--- src/hw/ubf_defines.svh ---
`ifndef UBF_DEFINES_SVH
`define UBF_DEFINES_SVH
`define UBF_EXT_IRQ_ADDR 32'h5001_5410
`define UBF_BIT_RATE_ADDR 32'h5001_5414
`define UBF_QUEUE_ADDR 32'h5001_5418
`define UBF_CTRL_ADDR 32'h5001_541C
`define UBF_IRQ_POS 24
`define UBF_FLAG_POS 16
`define UBF_CLR_POS 8
`define UBF_ENA_POS 0
`define UBF_RETARD_POS 30
`define UBF_ADVANCE_POS 29
`define UBF_OSR_POS 24
`define UBF_IDIV_POS 3
`define UBF_FRACTIONAL_RATE_DIVIDER_POS 0
`define UBF_TXTHR_POS 24
`define UBF_RXTHR_POS 16
`define UBF_TXLVL_POS 11
`define UBF_TX_QUEUE_FULL_POS 10
`define UBF_TX_QUEUE_EMPTY_POS 9
`define UBF_RXLVL_POS 3
`define UBF_RX_QUEUE_FULL_POS 2
`define UBF_RX_QUEUE_EMPTY_POS 1
`define UBF_SOFTCLR_POS 0
`define UBF_TO3_POS 1
`define UBF_OSR_RST 5'h10
`define UBF_THR_RST 5'h01
`define UBF_TO_FRAMES 6'h04
`define UBF_DEPTH 5'h10
`define UBF_RESP_OKAY 2'h0
`define UBF_RESP_SLVERR 2'h2
`endif

--- src/hw/ubf_pkg.sv ---
package ubf_pkg;
    typedef enum logic [1:0] {UBF_TO_IDLE, UBF_TO_COUNT, UBF_TO_FIRED} ubf_tout_e;
    typedef struct packed {
        logic [3:0] wr_ptr;
        logic [3:0] rd_ptr;
        logic [4:0] level;
        logic full;
        logic empty;
    } ubf_fifo_s;
    typedef struct packed {
        logic [16:0] cnt;
        logic [2:0] acc;
        logic [4:0] os_cnt;
        logic os_tk;
        logic bit_tk;
        logic smp;
        logic smp_dly;
    } ubf_baud_s;
    typedef struct packed {
        logic awready;
        logic wready;
        logic arready;
        logic aw_have;
        logic [31:0] aw_addr;
        logic w_have;
        logic [31:0] w_data;
        logic [3:0] w_strb;
        logic bvalid;
        logic [1:0] bresp;
        logic rvalid;
        logic [1:0] rresp;
        logic [31:0] rdata;
        logic [2:0] ena;
        logic [2:0] flags;
        logic [2:0] clr;
        logic irq;
        logic retard;
        logic advance;
        logic [4:0] oversample_ratio;
        logic [15:0] idiv;
        logic [2:0] fractional_rate_divider;
        logic [4:0] tx_thr;
        logic [4:0] rx_thr;
        logic [4:0] tx_cnt;
        logic [4:0] rx_cnt;
        logic tx_done;
        logic rx_done;
        logic soft_clr;
        logic to_three;
        ubf_tout_e to_st;
        logic [5:0] to_cnt;
        logic [7:0] tx_data;
        logic [7:0] rx_data;
    } ubf_regs_s;
endpackage

--- src/hw/ubf_top.sv ---
// Summary of operation
// - transmit write while queue is full sets the tx overflow flag
// - receive read while queue is empty sets the rx underflow flag
// - pending rx data (at least three bytes when to_three is set) and four quiet frames set the idle time-out flag
// - time-out irq bit is flag and enable together
// - three irq enables reset to zero and gate the three irq bits
// - writing a clear bit drops its flag; clear bit self-resets next cycle
// - bit rate is clock over ratio times divider plus one plus eighths
// - oversample ratio resets to sixteen; software keeps it six to sixteen
// - integer divider sixteen bits and fractional divider three bits, reset zero
// - delay bit moves the receive sample one clock later
// - earlier bit moves the receive sample one clock sooner when the integer divider is one or more; at zero a sample comes only on a fractional carry
// - tx queue pops are counted; reaching threshold gives a batch event
// - rx queue pushes are counted; reaching threshold gives a batch event
// - tx queue level, full and empty are readable
// - rx queue level, full and empty are readable
// - frame time is start, data, optional parity and stop bits
// - soft clear zeroes both queue pointers and contents
`timescale 1ns/10ps
`default_nettype none
`include "ubf_defines.svh"
module ubf_top (
    input wire logic clk_i,
    input wire logic resetn_i,
    input wire logic [31:0] awaddr_i,
    input wire logic awvalid_i,
    output logic awready_o,
    input wire logic [31:0] wdata_i,
    input wire logic [3:0] wstrb_i,
    input wire logic wvalid_i,
    output logic wready_o,
    output logic [1:0] bresp_o,
    output logic bvalid_o,
    input wire logic bready_i,
    input wire logic [31:0] araddr_i,
    input wire logic arvalid_i,
    output logic arready_o,
    output logic [31:0] rdata_o,
    output logic [1:0] rresp_o,
    output logic rvalid_o,
    input wire logic rready_i,
    output logic irq_o,
    input wire logic tx_wr_i,
    input wire logic [7:0] tx_wdata_i,
    input wire logic tx_pop_i,
    output logic [7:0] tx_data_o,
    output logic tx_empty_o,
    input wire logic rx_push_i,
    input wire logic [7:0] rx_wdata_i,
    input wire logic rx_rd_i,
    output logic [7:0] rx_data_o,
    input wire logic [1:0] word_size_i,
    input wire logic parity_en_i,
    input wire logic two_stop_i,
    input wire logic tx_batch_clear_i,
    input wire logic rx_batch_clear_i,
    output logic tx_batch_done_o,
    output logic rx_batch_done_o,
    output logic os_tick_o,
    output logic bit_tick_o,
    output logic sample_o
);
    ubf_pkg::ubf_regs_s q, d;
    logic [7:0] tx_head, rx_head;
    logic [4:0] tx_level, rx_level;
    logic tx_full, tx_empty, rx_full, rx_empty;
    logic tx_push, tx_pop, rx_push, rx_pop;
    logic ovf_set, unf_set, to_set, pend;
    logic [31:0] wm, nw;
    logic [4:0] thr_n;

    function automatic logic [31:0] strb_mask(input logic [3:0] s);
        return {{8{s[3]}}, {8{s[2]}}, {8{s[1]}}, {8{s[0]}}};
    endfunction

    function automatic logic [31:0] merge(input logic [31:0] o, input logic [31:0] n,
                                          input logic [31:0] m);
        return (o & ~m) | (n & m);
    endfunction

    // four frame times counted in bit ticks; two_stop_i gives two stop bits, else one
    function automatic logic [5:0] tout_limit(input logic [1:0] sz, input logic par,
                                              input logic two);
        logic [5:0] f;
        f = 6'h06 + {4'h0, sz} + {5'h00, par} + (two ? 6'h02 : 6'h01);
        return 6'(f * `UBF_TO_FRAMES);
    endfunction

    function automatic logic [31:0] ext_img(input ubf_pkg::ubf_regs_s s);
        return (32'(s.flags & s.ena) << `UBF_IRQ_POS)
             | (32'(s.flags) << `UBF_FLAG_POS)
             | (32'(s.ena) << `UBF_ENA_POS);
    endfunction

    function automatic logic [31:0] rate_img(input ubf_pkg::ubf_regs_s s);
        return (32'(s.retard) << `UBF_RETARD_POS)
             | (32'(s.advance) << `UBF_ADVANCE_POS)
             | (32'(s.oversample_ratio) << `UBF_OSR_POS)
             | (32'(s.idiv) << `UBF_IDIV_POS)
             | (32'(s.fractional_rate_divider) << `UBF_FRACTIONAL_RATE_DIVIDER_POS);
    endfunction

    function automatic logic [31:0] thr_img(input ubf_pkg::ubf_regs_s s);
        return (32'(s.tx_thr) << `UBF_TXTHR_POS) | (32'(s.rx_thr) << `UBF_RXTHR_POS);
    endfunction

    assign tx_push = tx_wr_i && !tx_full;
    assign tx_pop = tx_pop_i && !tx_empty;
    assign rx_push = rx_push_i && !rx_full;
    assign rx_pop = rx_rd_i && !rx_empty;
    assign ovf_set = tx_wr_i && tx_full;
    assign unf_set = rx_rd_i && rx_empty;
    assign thr_n = q.to_three ? 5'h03 : 5'h01;
    assign pend = rx_level >= thr_n;
    assign wm = strb_mask(q.w_strb);

    always_comb begin
        d = q;
        nw = 32'h0000_0000;
        to_set = 1'b0;
        if (awvalid_i && q.awready) begin
            d.aw_have = 1'b1;
            d.aw_addr = awaddr_i;
        end
        if (wvalid_i && q.wready) begin
            d.w_have = 1'b1;
            d.w_data = wdata_i;
            d.w_strb = wstrb_i;
        end
        if (q.bvalid && bready_i) begin
            d.bvalid = 1'b0;
        end
        if (q.rvalid && rready_i) begin
            d.rvalid = 1'b0;
        end
        d.clr = 3'h0;
        d.soft_clr = 1'b0;
        if (q.aw_have && q.w_have && !q.bvalid) begin
            d.aw_have = 1'b0;
            d.w_have = 1'b0;
            d.bvalid = 1'b1;
            d.bresp = `UBF_RESP_OKAY;
            case (q.aw_addr)
                `UBF_EXT_IRQ_ADDR: begin
                    nw = merge(ext_img(q), q.w_data, wm);
                    d.ena = nw[`UBF_ENA_POS +: 3];
                    d.clr = 3'((q.w_data & wm) >> `UBF_CLR_POS);
                end
                `UBF_BIT_RATE_ADDR: begin
                    nw = merge(rate_img(q), q.w_data, wm);
                    d.retard = nw[`UBF_RETARD_POS];
                    d.advance = nw[`UBF_ADVANCE_POS];
                    d.oversample_ratio = nw[`UBF_OSR_POS +: 5];
                    d.idiv = nw[`UBF_IDIV_POS +: 16];
                    d.fractional_rate_divider = nw[`UBF_FRACTIONAL_RATE_DIVIDER_POS +: 3];
                end
                `UBF_QUEUE_ADDR: begin
                    nw = merge(thr_img(q), q.w_data, wm);
                    d.tx_thr = nw[`UBF_TXTHR_POS +: 5];
                    d.rx_thr = nw[`UBF_RXTHR_POS +: 5];
                end
                `UBF_CTRL_ADDR: begin
                    nw = merge(32'(q.to_three) << `UBF_TO3_POS, q.w_data, wm);
                    d.soft_clr = q.w_data[`UBF_SOFTCLR_POS] & wm[`UBF_SOFTCLR_POS];
                    d.to_three = nw[`UBF_TO3_POS];
                end
                default: begin
                    d.bresp = `UBF_RESP_SLVERR;
                end
            endcase
        end
        if (arvalid_i && q.arready) begin
            d.rvalid = 1'b1;
            d.rresp = `UBF_RESP_OKAY;
            case (araddr_i)
                `UBF_EXT_IRQ_ADDR: begin
                    d.rdata = ext_img(q);
                end
                `UBF_BIT_RATE_ADDR: begin
                    d.rdata = rate_img(q);
                end
                `UBF_QUEUE_ADDR: begin
                    d.rdata = thr_img(q)
                            | (32'(tx_level) << `UBF_TXLVL_POS)
                            | (32'(tx_full) << `UBF_TX_QUEUE_FULL_POS)
                            | (32'(tx_empty) << `UBF_TX_QUEUE_EMPTY_POS)
                            | (32'(rx_level) << `UBF_RXLVL_POS)
                            | (32'(rx_full) << `UBF_RX_QUEUE_FULL_POS)
                            | (32'(rx_empty) << `UBF_RX_QUEUE_EMPTY_POS);
                end
                `UBF_CTRL_ADDR: begin
                    d.rdata = 32'(q.to_three) << `UBF_TO3_POS;
                end
                default: begin
                    d.rdata = 32'h0000_0000;
                    d.rresp = `UBF_RESP_SLVERR;
                end
            endcase
        end
        d.awready = !d.aw_have && !d.bvalid;
        d.wready = !d.w_have && !d.bvalid;
        d.arready = !d.rvalid;
        // idle time-out fires once per quiet period
        case (q.to_st)
            ubf_pkg::UBF_TO_IDLE: begin
                d.to_cnt = 6'h00;
                if (pend) begin
                    d.to_st = ubf_pkg::UBF_TO_COUNT;
                end
            end
            ubf_pkg::UBF_TO_COUNT: begin
                if (rx_push_i) begin
                    d.to_cnt = 6'h00;
                end else if (!pend) begin
                    d.to_st = ubf_pkg::UBF_TO_IDLE;
                end else if (bit_tick_o) begin
                    if (q.to_cnt + 6'h01 >= tout_limit(word_size_i, parity_en_i, two_stop_i)) begin
                        d.to_st = ubf_pkg::UBF_TO_FIRED;
                        to_set = 1'b1;
                    end else begin
                        d.to_cnt = q.to_cnt + 6'h01;
                    end
                end
            end
            ubf_pkg::UBF_TO_FIRED: begin
                d.to_cnt = 6'h00;
                if (rx_push_i) begin
                    d.to_st = ubf_pkg::UBF_TO_COUNT;
                end else if (!pend) begin
                    d.to_st = ubf_pkg::UBF_TO_IDLE;
                end
            end
            default: begin
                d.to_st = ubf_pkg::UBF_TO_IDLE;
            end
        endcase
        // set beats a clear landing in the same cycle
        d.flags = (q.flags & ~q.clr) | {ovf_set, unf_set, to_set};
        d.irq = |(q.flags & q.ena);
        d.tx_done = 1'b0;
        if (tx_batch_clear_i) begin
            d.tx_cnt = 5'h00;
        end else if (tx_pop) begin
            if (q.tx_cnt + 5'h01 >= q.tx_thr) begin
                d.tx_cnt = 5'h00;
                d.tx_done = 1'b1;
            end else begin
                d.tx_cnt = q.tx_cnt + 5'h01;
            end
        end
        d.rx_done = 1'b0;
        if (rx_batch_clear_i) begin
            d.rx_cnt = 5'h00;
        end else if (rx_push) begin
            if (q.rx_cnt + 5'h01 >= q.rx_thr) begin
                d.rx_cnt = 5'h00;
                d.rx_done = 1'b1;
            end else begin
                d.rx_cnt = q.rx_cnt + 5'h01;
            end
        end
        if (tx_pop) begin
            d.tx_data = tx_head;
        end
        if (rx_pop) begin
            d.rx_data = rx_head;
        end
    end

    always_ff @(posedge clk_i or negedge resetn_i) begin
        if (!resetn_i) begin
            q <= '0;
            q.oversample_ratio <= `UBF_OSR_RST;
            q.tx_thr <= `UBF_THR_RST;
            q.rx_thr <= `UBF_THR_RST;
            q.to_st <= ubf_pkg::UBF_TO_IDLE;
        end else begin
            q <= d;
        end
    end

    ubf_fifo u_tx_fifo (
        .clk_i(clk_i),
        .resetn_i(resetn_i),
        .clear_i(q.soft_clr),
        .push_i(tx_push),
        .push_data_i(tx_wdata_i),
        .pop_i(tx_pop_i),
        .pop_data_o(tx_head),
        .level_o(tx_level),
        .full_o(tx_full),
        .empty_o(tx_empty)
    );

    ubf_fifo u_rx_fifo (
        .clk_i(clk_i),
        .resetn_i(resetn_i),
        .clear_i(q.soft_clr),
        .push_i(rx_push_i),
        .push_data_i(rx_wdata_i),
        .pop_i(rx_rd_i),
        .pop_data_o(rx_head),
        .level_o(rx_level),
        .full_o(rx_full),
        .empty_o(rx_empty)
    );

    // ratio outside six to sixteen is left to software
    ubf_baud u_baud (
        .clk_i(clk_i),
        .resetn_i(resetn_i),
        .osr_i(q.oversample_ratio),
        .idiv_i(q.idiv),
        .fractional_rate_divider_i(q.fractional_rate_divider),
        .retard_i(q.retard),
        .advance_i(q.advance),
        .os_tick_o(os_tick_o),
        .bit_tick_o(bit_tick_o),
        .sample_o(sample_o)
    );

    assign awready_o = q.awready;
    assign wready_o = q.wready;
    assign bvalid_o = q.bvalid;
    assign bresp_o = q.bresp;
    assign arready_o = q.arready;
    assign rvalid_o = q.rvalid;
    assign rdata_o = q.rdata;
    assign rresp_o = q.rresp;
    assign irq_o = q.irq;
    assign tx_data_o = q.tx_data;
    assign tx_empty_o = tx_empty;
    assign rx_data_o = q.rx_data;
    assign tx_batch_done_o = q.tx_done;
    assign rx_batch_done_o = q.rx_done;
endmodule
`default_nettype wire

--- src/hw/ubf_fifo.sv ---
`timescale 1ns/10ps
`default_nettype none
`include "ubf_defines.svh"
module ubf_fifo (
    input wire logic clk_i,
    input wire logic resetn_i,
    input wire logic clear_i,
    input wire logic push_i,
    input wire logic [7:0] push_data_i,
    input wire logic pop_i,
    output logic [7:0] pop_data_o,
    output logic [4:0] level_o,
    output logic full_o,
    output logic empty_o
);
    ubf_pkg::ubf_fifo_s q, d;
    logic [7:0] mem [16];
    logic do_push, do_pop;
    assign do_push = push_i && !q.full;
    assign do_pop = pop_i && !q.empty;
    always_comb begin
        d = q;
        if (clear_i) begin
            d.wr_ptr = 4'h0;
            d.rd_ptr = 4'h0;
            d.level = 5'h00;
        end else begin
            d.wr_ptr = q.wr_ptr + 4'(do_push);
            d.rd_ptr = q.rd_ptr + 4'(do_pop);
            d.level = q.level + 5'(do_push) - 5'(do_pop);
        end
        d.full = d.level == `UBF_DEPTH;
        d.empty = d.level == 5'h00;
    end
    always_ff @(posedge clk_i or negedge resetn_i) begin
        if (!resetn_i) begin
            q <= '0;
            q.empty <= 1'b1;
        end else begin
            q <= d;
        end
    end
    // clear zeroes contents too, so stale bytes never reappear
    always_ff @(posedge clk_i or negedge resetn_i) begin
        if (!resetn_i) begin
            for (int i = 0; i < 16; i++) mem[i] <= 8'h00;
        end else if (clear_i) begin
            for (int i = 0; i < 16; i++) mem[i] <= 8'h00;
        end else if (do_push) begin
            mem[q.wr_ptr] <= push_data_i;
        end
    end
    assign pop_data_o = mem[q.rd_ptr];
    assign level_o = q.level;
    assign full_o = q.full;
    assign empty_o = q.empty;
endmodule
`default_nettype wire

--- src/hw/ubf_baud.sv ---
`timescale 1ns/10ps
`default_nettype none
module ubf_baud (
    input wire logic clk_i,
    input wire logic resetn_i,
    input wire logic [4:0] osr_i,
    input wire logic [15:0] idiv_i,
    input wire logic [2:0] fractional_rate_divider_i,
    input wire logic retard_i,
    input wire logic advance_i,
    output logic os_tick_o,
    output logic bit_tick_o,
    output logic sample_o
);
    ubf_pkg::ubf_baud_s q, d;
    logic wrap, norm, early;
    logic [3:0] sum;
    logic [4:0] mid;
    assign wrap = q.cnt == 17'h00000;
    assign sum = {1'b0, q.acc} + {1'b0, fractional_rate_divider_i};
    assign mid = osr_i >> 1;
    assign norm = wrap && q.os_cnt == mid;
    // advance needs a divider of two or more cycles, else no earlier cycle exists
    assign early = q.cnt == 17'h00001 && q.os_cnt == mid;
    always_comb begin
        d = q;
        d.os_tk = wrap;
        d.bit_tk = 1'b0;
        if (wrap) begin
            d.acc = sum[2:0];
            d.cnt = {1'b0, idiv_i} + 17'(sum[3]);
            if (q.os_cnt + 5'h01 >= osr_i) begin
                d.os_cnt = 5'h00;
                d.bit_tk = 1'b1;
            end else begin
                d.os_cnt = q.os_cnt + 5'h01;
            end
        end else begin
            d.cnt = q.cnt - 17'h00001;
        end
        d.smp_dly = norm;
        if (retard_i) begin
            d.smp = q.smp_dly;
        end else if (advance_i) begin
            d.smp = early;
        end else begin
            d.smp = norm;
        end
    end
    always_ff @(posedge clk_i or negedge resetn_i) begin
        if (!resetn_i) begin
            q <= '0;
        end else begin
            q <= d;
        end
    end
    assign os_tick_o = q.os_tk;
    assign bit_tick_o = q.bit_tk;
    assign sample_o = q.smp;
endmodule
`default_nettype wire

--- config.mk ---
export PLATFORM = sky130hd
export DESIGN_NAME = ubf_top
export DESIGN_NICKNAME = d
export VERILOG_FILES = /design/src/hw/ubf_pkg.sv /design/src/hw/ubf_top.sv /design/src/hw/ubf_fifo.sv /design/src/hw/ubf_baud.sv
export VERILOG_INCLUDE_DIRS = /design/src /design/src/hw
export SDC_FILE = /design/constraint.sdc
export NUM_CORES = 1
export LEC_CHECK = 0
export ABC_AREA = 1
export BUFFER_PORTS_ARGS = -buffer_cell sky130_fd_sc_hd__buf_2
export CORE_MARGIN = 2
export CORE_UTILIZATION = 40
export DETAILED_ROUTE_END_ITERATION = 16
export HOLD_SLACK_MARGIN = 0.15
export SYNTH_ARGS = -nofsm -noshare
export SYNTH_HDL_FRONTEND = slang
export SYNTH_SLANG_ARGS = --single-unit
--- constraint.sdc ---
create_clock -name clk_i -period 2.46 [get_ports clk_i]
set_input_delay 0.123 -clock clk_i [delete_from_list [all_inputs] [get_ports clk_i]]
set_output_delay 0.123 -clock clk_i [all_outputs]
set_load 0.03 [all_outputs]
==> results of run 1 <==
-- cell type report --
cell class | count | area [um^2] | area share [%]
Clock buffer | 84 | 1615 | 5.621
Multi-Input combinational cell | 1954 | 9778 | 34.02
Clock inverter | 15 | 110.1 | 0.3831
Timing Repair Buffer | 358 | 2660 | 9.256
Sequential cell | 500 | 12520 | 43.57
Inverter | 283 | 1076 | 3.744
Tap cell | 782 | 978.4 | 3.405
-- timing repair --
item / CTS / global route
gates resized for setup: 0 / 8
endpoints found under the hold margin: 632 / 0
hold buffers: 122 / 0
buffers inserted: 0 / 4
setup endpoints to repair: 0 / 10
-- sequential cells by signal, summed over array words and instances, names as in the netlist, 5 cells and up, named ones only --
name               flops
rx_data_o              8
u_tx_fifo.mem        128
u_rx_fifo.mem        128
u_tx_fifo.q            8
u_tx_fifo.level_o      5
rdata_o               28
u_baud.q              26
u_rx_fifo.level_o      5
u_rx_fifo.q            8
tx_data_o              8
q                     91
-- through the flow --
step	utilization [%]	setup slack [ns]	instances	instance area (um^2)	hold slack, ns
after floorplan	-	0.06671	2929	24390	-0.1726
after global placement	42.69	0.1524	3751	25720	0.04660
after detailed placement	42.69	0.09267	3751	25720	0.04794
after CTS	47.60	0.02220	3972	28680	0.1587
after global routing	47.70	0.005134	3976	28740	0.1751
final	47.70	0.1786	3976	28740	0.1680
-- worst paths after layout --
check / endpoint
worst max-delay path: u_tx_fifo.full_o
worst min-delay path: u_tx_fifo.q[9]
worst max register to register: u_tx_fifo.full_o
worst min register to register: q[79]
max in group asynchronous: u_tx_fifo.mem[117]
min in group clk_i: rresp_o[1]
-- worst min-delay path, cell delays in order --
cell	delay (ns)
sky130_fd_sc_hd__dlygate4sd3_1	0.56
sky130_fd_sc_hd__buf_8	0.21
sky130_fd_sc_hd__buf_4	0.21
-- routing by layer --
| layer | global-route usage, % | vias up |
|---|---|---|
| met5 | 0 | - |
| met3 | 3.117 | 131 |
| met4 | 6.279 | 0 |
| met2 | 35.56 | 612 |
| met1 | 30.31 | 10210 |
| li1 | - | 10070 |
-- synth_stat cells (all sizes together) --
cell type  count  area share, %
a31oi          3          0.077
ha            56            2.9
nor2         211            3.5
clkinv         5          0.077
inv          278            4.3
nand2        671             10
dfstp          5           0.54
nor3b          1          0.031
nand3        256            5.4
xnor2         15           0.54
nand4         34           0.87
nor3          11           0.31
nor4           2           0.11
a21o           2          0.062
and2           2          0.051
conb           1          0.015
fa             4           0.33
o31ai          9           0.28
buf          116            3.2
dfrtp        495             51
nand3b         8           0.30
o21ai        405            8.4
and3           1          0.026
o22ai        104            2.7
clkbuf        76            1.2
or2            3          0.087
xor2          23           0.83
o2111ai        5           0.18
a21oi        122            2.5
-- kinds of logic after synthesis --
group | Yosys count | synth area share [%]
and+or+nand+nor | 1200 | 21.13
adders and majority gates | 60 | 3.204
buffers and inverters | 475 | 8.714
AOI/OAI and AO/OA | 650 | 14.20
DFF | 500 | 51.37
other | 1 | 0.01539
xor gates and xnor gates | 38 | 1.366
-- report_power, final --
part           internal [mW]  switching, mW  leakage [nW]  total [mW]
Sequential              10.9           1.49          6.41        12.4
Clock                   4.60           3.33         0.856        7.93
Combinational           3.91           6.89          7.01        10.8
==> out/qor.tcl, run 1 <==
set qor(run_status) {finished clean}
set qor(port_buffers) 186
set qor(critical_path.startpoint_type) {register}
set qor(initial_core_utilization_pct) 40.45
set qor(rows) 90
set qor(period_minus_slack_ns) 2.281
set qor(grt_first_pass_wirelength_mm) 110.7
set qor(required_ns) 2.98
set qor(cp_slowest_stage_delay_ns) 0.53
set qor(headroom_to_the_max_slew_limit_pct) 41.90
set qor(critical_path_peak_fanout) 2
set qor(drt_pass1_iterations) 6
set qor(layout.cells.most_common) {sky130_fd_sc_hd__nand2_1}
set qor(grt_overflow) 0
set qor(launch_point_of_the_critical_path) {u_tx_fifo.empty_o}
set qor(mostFrequentLayoutCells) {659 x sky130_fd_sc_hd__nand2_1, 493 x sky130_fd_sc_hd__dfrtp_1, 376 x sky130_fd_sc_hd__o21ai_0}
set qor(clock_sinks) 500
set qor(syn-cell-area_um2) 24370
set qor(die_w_um) 250.8
set qor(worstSetupPathType) {register to register}
set qor(worst-slew-pin-transition_ns) 0.8694
set qor(area.growth.synth_to_final_pct) 17.94
set qor(cpLargestDelayFamily) {adder cells}
set qor(cap_violations) 0
set qor(drt_iter0_drc) 1964
set qor(io_pins) 197
set qor(worst-path-stages) 12
set qor(power-per-cell-area_nw_per_um2) 1084
set qor(grt_usage_pct) 21.79
set qor(antenna_found_initial) 0
set qor(timing.fmax_mhz) 438.3
set qor(cts-root-buf) {sky130_fd_sc_hd__clkbuf_16}
set qor(final_worst_path_cycle_share_pct) 92.74
set qor(n_antenna_cell) 0
set qor(h-tree-depth) 2
set qor(drt-wirelength-per-cell_um) 17.30
set qor(die-area_um2) 62910
set qor(met3RoutedLength_mm) 3.953
set qor(met1_length_mm) 30.83
set qor(die_y_um) 250.8
set qor(cts_inserted_buffers) 54
set qor(cts_tree) {yes}
set qor(path_buf_inv) 4
set qor(post_route_cells_drive_above_1_share_pct) 11.90
set qor(critical_r2r_launch) {u_tx_fifo.empty_o}
set qor(timing.reg2reg.setup_slack_ns) 0.18
set qor(num-fill-cells) 5726
set qor(detailed_placement_wirelength_estimate_mm) 46.16
set qor(grt_max_degree) 86
set qor(setup_tns_ns) 0
set qor(clk_path_buf_depth) 3
set qor(crit_path_frequent_cell) {sky130_fd_sc_hd__inv_1}
set qor(synth-seq-area-share_pct) 51.37
set qor(route.detailed.drc) 0
set qor(mean_instance_size_in_the_synthesized_netlist_um2) 8.333
set qor(finish.net_count) 3344
set qor(met2_wirelength_mm) 32.32
set qor(reg2regPathDepth) 12
set qor(final_hold_viols) 0
set qor(yosysUniqueCellTypes) 49
set qor(via_count) 21020
set qor(design.core.area_um2) 60250
set qor(cellLeakagePower_nw) 14.28
set qor(fin_skew_ns) 0.02841
set qor(grt_pass1_vias) 20770
set qor(synth.ff_latch_count) 500
set qor(clk_pin_slew_worst_setup_hold_paths_ns) 0.06
set qor(cp_cell_sequence) {inv_1 -> nand2_2 -> inv_2 -> ha_1 -> inv_1 -> ha_1 -> fa_2 -> inv_1 -> nor2_1 -> nor3_1 -> nand2_1 -> nor3_1}
set qor(ys_warn_count) 0
set qor(vias_per_cell) 5.287
set qor(syn_inst) 2924
set qor(total_power_mw) 31.16
set qor(vdd_drop_max_v) 0.0006076
set qor(slew_viol_final) 0
set qor(wl_mm) 68.78
set qor(clock_latency_ns) 0.61
set qor(worstPathArrival_ns) 2.81
set qor(rsz0062_at_grt) {false}
set qor(hold_class) {input port to asynchronous set/reset pin}
set qor(setup_violation_total_in_the_final_timing_report) 0
set qor(timing.critical_path.to_type) {register}
set qor(timing.critical_path.slowest_stage_cell) {sky130_fd_sc_hd__dfstp_2}
set qor(gp_routability_congestion) 0.8790
set qor(drtAntennaViolNets) 0
set qor(topRoutingLayerUsed) {met4}
(Power assumes the default switching activity.)
==> inputs of run 2 (changes only) <==
--- a/config.mk
+++ b/config.mk
@@ -6,12 +6,12 @@
 export SDC_FILE = /design/constraint.sdc
 export NUM_CORES = 1
 export LEC_CHECK = 0
-export ABC_AREA = 1
 export BUFFER_PORTS_ARGS = -buffer_cell sky130_fd_sc_hd__buf_2
 export CORE_MARGIN = 2
 export CORE_UTILIZATION = 40
 export DETAILED_ROUTE_END_ITERATION = 16
 export HOLD_SLACK_MARGIN = 0.15
+export PLACE_DENSITY_LB_ADDON = 0.3
 export SYNTH_ARGS = -nofsm -noshare
 export SYNTH_HDL_FRONTEND = slang
 export SYNTH_SLANG_ARGS = --single-unit
==> run 2 against run 1 <==
Sequential share of layout area shrank 1.3 points. Design area rose by 3.0%. Clock skew is 0.0025 ns lower. Largest cell class unchanged. Global-route usage shrank 1.0 points.
==> out/qor.tcl, run 2 <==
set qor(run_status) {finished clean}
set qor(clock_latency_ns) 0.62 ;# about the same
set qor(critical_path.startpoint_type) {register}
set qor(wl_mm) 65.94 ;# -4.1%
set qor(total_power_mw) 33.60 ;# +7.9%
set qor(internal_power_consumption_mw) 22.03 ;# +13%
set qor(place.detailed.instances) 3147 ;# -16%
set qor(port_buffers) 186 ;# unchanged
set qor(timing.fmax_mhz) 424.2 ;# -3.2%
set qor(count_leader_synth) {sky130_fd_sc_hd__dfrtp_1}
set qor(worstSetupPathType) {register to register}
set qor(mostFrequentLayoutCells) {491 x sky130_fd_sc_hd__dfrtp_1, 241 x sky130_fd_sc_hd__nand2_1, 193 x sky130_fd_sc_hd__nand3_1}
set qor(launch_point_of_the_critical_path) {u_tx_fifo.empty_o}
set qor(power.share.switching_pct) 34.43 ;# -3.2 points
set qor(fin_skew_ns) 0.02595 ;# -0.002457 ns
set qor(ys_warn_count) 0 ;# unchanged
set qor(vias_per_cell) 5.486 ;# +3.8%
set qor(finish.net_count) 2710 ;# -19%
set qor(grt.met3_usage_pct) 3.069 ;# -0.048 points
set qor(gp_routability_congestion) 0.8828 ;# +0.43%
set qor(post_route_cells_drive_above_1_share_pct) 24.11 ;# +12 points
set qor(grt_overflow) 0 ;# unchanged
set qor(finish.cell_count_without_fillers) 3353 ;# -16%
set qor(area.growth.synth_to_final_pct) 19.94
set qor(initial_core_utilization_pct) 40.21 ;# -0.23 points
set qor(path_buf_inv) 3 ;# -1
set qor(power_switching_mw) 11.57 ;# -1.2%
set qor(gr-usage-met1_pct) 28.56 ;# -1.8 points
set qor(final_worst_path_cycle_share_pct) 95.82 ;# +3.1 points
set qor(grt_max_degree) 85 ;# -1.2%
set qor(critical_r2r_launch) {u_tx_fifo.empty_o}
set qor(io_pins) 197 ;# unchanged
set qor(grt_first_pass_wirelength_mm) 105.2 ;# -5.0%
set qor(cts_inserted_buffers) 54 ;# unchanged
set qor(drtAntennaViolNets) 0 ;# unchanged
set qor(period_minus_slack_ns) 2.357 ;# +0.07576 ns
set qor(timing.critical_path.slowest_stage_cell) {sky130_fd_sc_hd__dfstp_2}
set qor(reg2regPathDepth) 11 ;# -1
set qor(setup_tns_ns) 0 ;# unchanged
set qor(power.share.combinational_pct) 34.3 ;# -0.4 points
set qor(number_of_enable_flip_flop_cells_after_synthesis) 0 ;# unchanged
set qor(cpLargestDelayFamily) {adder cells}
set qor(netlist.top_cell.by_area) {sky130_fd_sc_hd__dfrtp_1}
set qor(worstPathArrival_ns) 2.88 ;# +0.07 ns
set qor(n_antenna_cell) 0 ;# unchanged
set qor(die_w_um) 252.4 ;# +0.63%
set qor(finalCoreUtilization_pct) 48.24 ;# +0.53 points
set qor(cts-root-buf) {sky130_fd_sc_hd__clkbuf_16}
set qor(detailed_placement_wirelength_estimate_mm) 44.54 ;# -3.5%
set qor(worst-slew-pin-transition_ns) 0.8011 ;# -0.06831 ns
set qor(cap_violations) 0 ;# unchanged
set qor(grt_pass1_vias) 18570 ;# -11%
set qor(clk_pin_slew_worst_setup_hold_paths_ns) 0.06 ;# about the same
set qor(synth_top_cells_by_area) {sky130_fd_sc_hd__dfrtp_1 50%, sky130_fd_sc_hd__mux4_2 5.9%, sky130_fd_sc_hd__mux2i_1 5.1%}
set qor(required_ns) 2.98 ;# about the same
set qor(syn_inst) 2289 ;# -22%
set qor(portion_of_total_power_attributed_to_the_clock_network_pct) 25.7 ;# +0.3 points
set qor(final_hold_viols) 0 ;# unchanged
set qor(synth_top_cells_by_count) {495 x sky130_fd_sc_hd__dfrtp_1, 242 x sky130_fd_sc_hd__nand2_1, 194 x sky130_fd_sc_hd__nand3_1}
set qor(design.core.area_um2) 61370 ;# +1.9%
set qor(mean_instance_size_in_the_synthesized_netlist_um2) 10.78 ;# +29%
set qor(cp_slowest_stage_delay_ns) 0.53 ;# about the same
set qor(drt_pass1_iterations) 7 ;# +1
set qor(pwr-share-seq_pct) 39.9 ;# about the same
set qor(synthArstFlopShare_pct) 100.0 ;# unchanged
set qor(die-area_um2) 63700 ;# +1.3%
set qor(yosys_most_used_dff) {sky130_fd_sc_hd__dfrtp_1}
set qor(setup.worst_path.end) {u_tx_fifo.full_o}
set qor(h-tree-depth) 2 ;# unchanged
set qor(synth.ff_latch_count) 500 ;# unchanged
set qor(via_count) 18400 ;# -12%
set qor(layout_top_registers) {u_rx_fifo.mem: 128 flops, u_tx_fifo.mem: 128 flops, q: 91 flops}
set qor(worst-path-stages) 11 ;# -1
set qor(antenna_found_initial) 0 ;# unchanged
set qor(route.detailed.drc) 0 ;# unchanged
set qor(vdd_drop_max_v) 0.0006174 ;# +1.6%
set qor(cp_cell_sequence) {nand2b_4 -> inv_2 -> ha_4 -> inv_1 -> ha_2 -> fa_2 -> a21o_1 -> a21oi_2 -> xnor2_2 -> buf_4 -> nor3_1}
set qor(critical_path_peak_fanout) 2 ;# unchanged
set qor(setup_violation_total_in_the_final_timing_report) 0 ;# unchanged
set qor(global_route.peak_usage_layer) {met2}
set qor(dpl_worst_slack_ns) -0.2392 ;# -0.3318 ns
set qor(syn-cell-area_um2) 24680 ;# +1.3%
set qor(clk_path_buf_depth) 3 ;# unchanged
set qor(die_y_um) 252.4 ;# +0.63%
set qor(worstReg2RegEnd) {u_tx_fifo.full_o}
set qor(cellLeakagePower_nw) 13.30 ;# -6.8%
set qor(synth-seq-area-share_pct) 50.72 ;# -0.65 points
set qor(timing.critical_path.to_type) {register}
set qor(rows) 91 ;# +1.1%
set qor(headroom_to_the_max_slew_limit_pct) 46.60 ;# +4.7 points
set qor(drt_iter0_drc) 1509 ;# -23%
set qor(grt_usage_pct) 20.76 ;# -1.0 points
set qor(clock_sinks) 500 ;# unchanged
set qor(cts_tree) {yes}
set qor(yosysUniqueCellTypes) 73 ;# +49%
set qor(layout.cells.most_common) {sky130_fd_sc_hd__dfrtp_1}
set qor(power-per-cell-area_nw_per_um2) 1135 ;# +4.7%
set qor(slew_viol_final) 0 ;# unchanged
set qor(drt-wirelength-per-cell_um) 19.66 ;# +14%
set qor(setup_slack_ns) 0.1028 ;# -0.07576 ns
set qor(post-synth-top-area-fraction_pct) 50.19 ;# -0.64 points
set qor(hold_class) {input port to asynchronous set/reset pin}
set qor(timing.reg2reg.setup_slack_ns) 0.10 ;# -0.08 ns
set qor(grt_use_met2_pct) 34.14 ;# -1.4 points
run 2: cell count changes in the layout (fill, tap and decap cells not counted), sizes merged, moves of 62 or more:
| cell | delta |
|---|---|
| mux4 | +65 |
| mux2i | +125 |
| o21ai | -374 |
| inv | -217 |
| o22ai | -99 |
| mux2 | +111 |
| nand2 | -428 |
| nand3 | -62 |
run 2: metrics by stage:
step | instance area (um^2) | hold WS, ns
5_1_grt | 29600 | 0.2046
4_1_cts | 29460 | 0.1989
6_report | 29600 | 0.2136
3_5_place_dp | 26520 | 0.1397
2_1_floorplan | 24730 | -0.1726
3_3_place_gp | 26520 | 0.1426
run 2: area by class of cell:
type,count,area [um^2]
fillers,5495,31770
flip-flops and latches,500,12530
multi-input cells,1518,11050
repair buffers,384,2893
clock buffers,79,1617
well taps,790,988.4
clock inverters,23,302.8
inverters,59,224.0
run 2: repair_timing:
item                                    in CTS  in global routing
pin swaps                                    2                 11
resized for setup                            5                 23
setup buffers                                0                  5
endpoints found under the setup margin       7                 18
hold buffers                                99                  0
endpoints found under the hold margin      868                  0
run 2: logic make-up after synthesis:
logic type,share of synthesized area (%)
other,0.01519
XOR/XNOR,2.023
adder cells (fa/ha/maj),3.164
multiplexers,16.07
buffers and inverters,5.131
AO/OA/AOI/OAI,7.468
AND/OR/NAND/NOR,15.41
flip-flops,50.72
run 2: routing by layer:
layer | vias to the layer above | share of wire, %
li1 | 8432 | -
met1 | 9357 | 44
met2 | 501 | 49
met3 | 106 | 4.7
met4 | 0 | 2.7
met5 | - | 0
run 2: how the worst min path moves through the flow:
stage,end,cells after the start
after floorplan,asynchronous set/reset pin,0
after global placement,q[18],1
after detailed placement,rdata_o[16],1
after CTS,asynchronous set/reset pin,2
after global routing,asynchronous set/reset pin,2
final,asynchronous set/reset pin,2
run 2: power groups by stage:
| stage | Combinational, mW | Sequential (mW) | Clock, mW |
|---|---|---|---|
| global route | 12.7 | 13.8 | 9.18 |
| finish | 11.5 | 13.4 | 8.65 |
| floorplan | 8.66 | 12.5 | 0 |
| CTS | 11.4 | 13.4 | 8.87 |
| global placement | 10.9 | 13.3 | 0 |
| detailed placement | 11.2 | 13.5 | 0 |
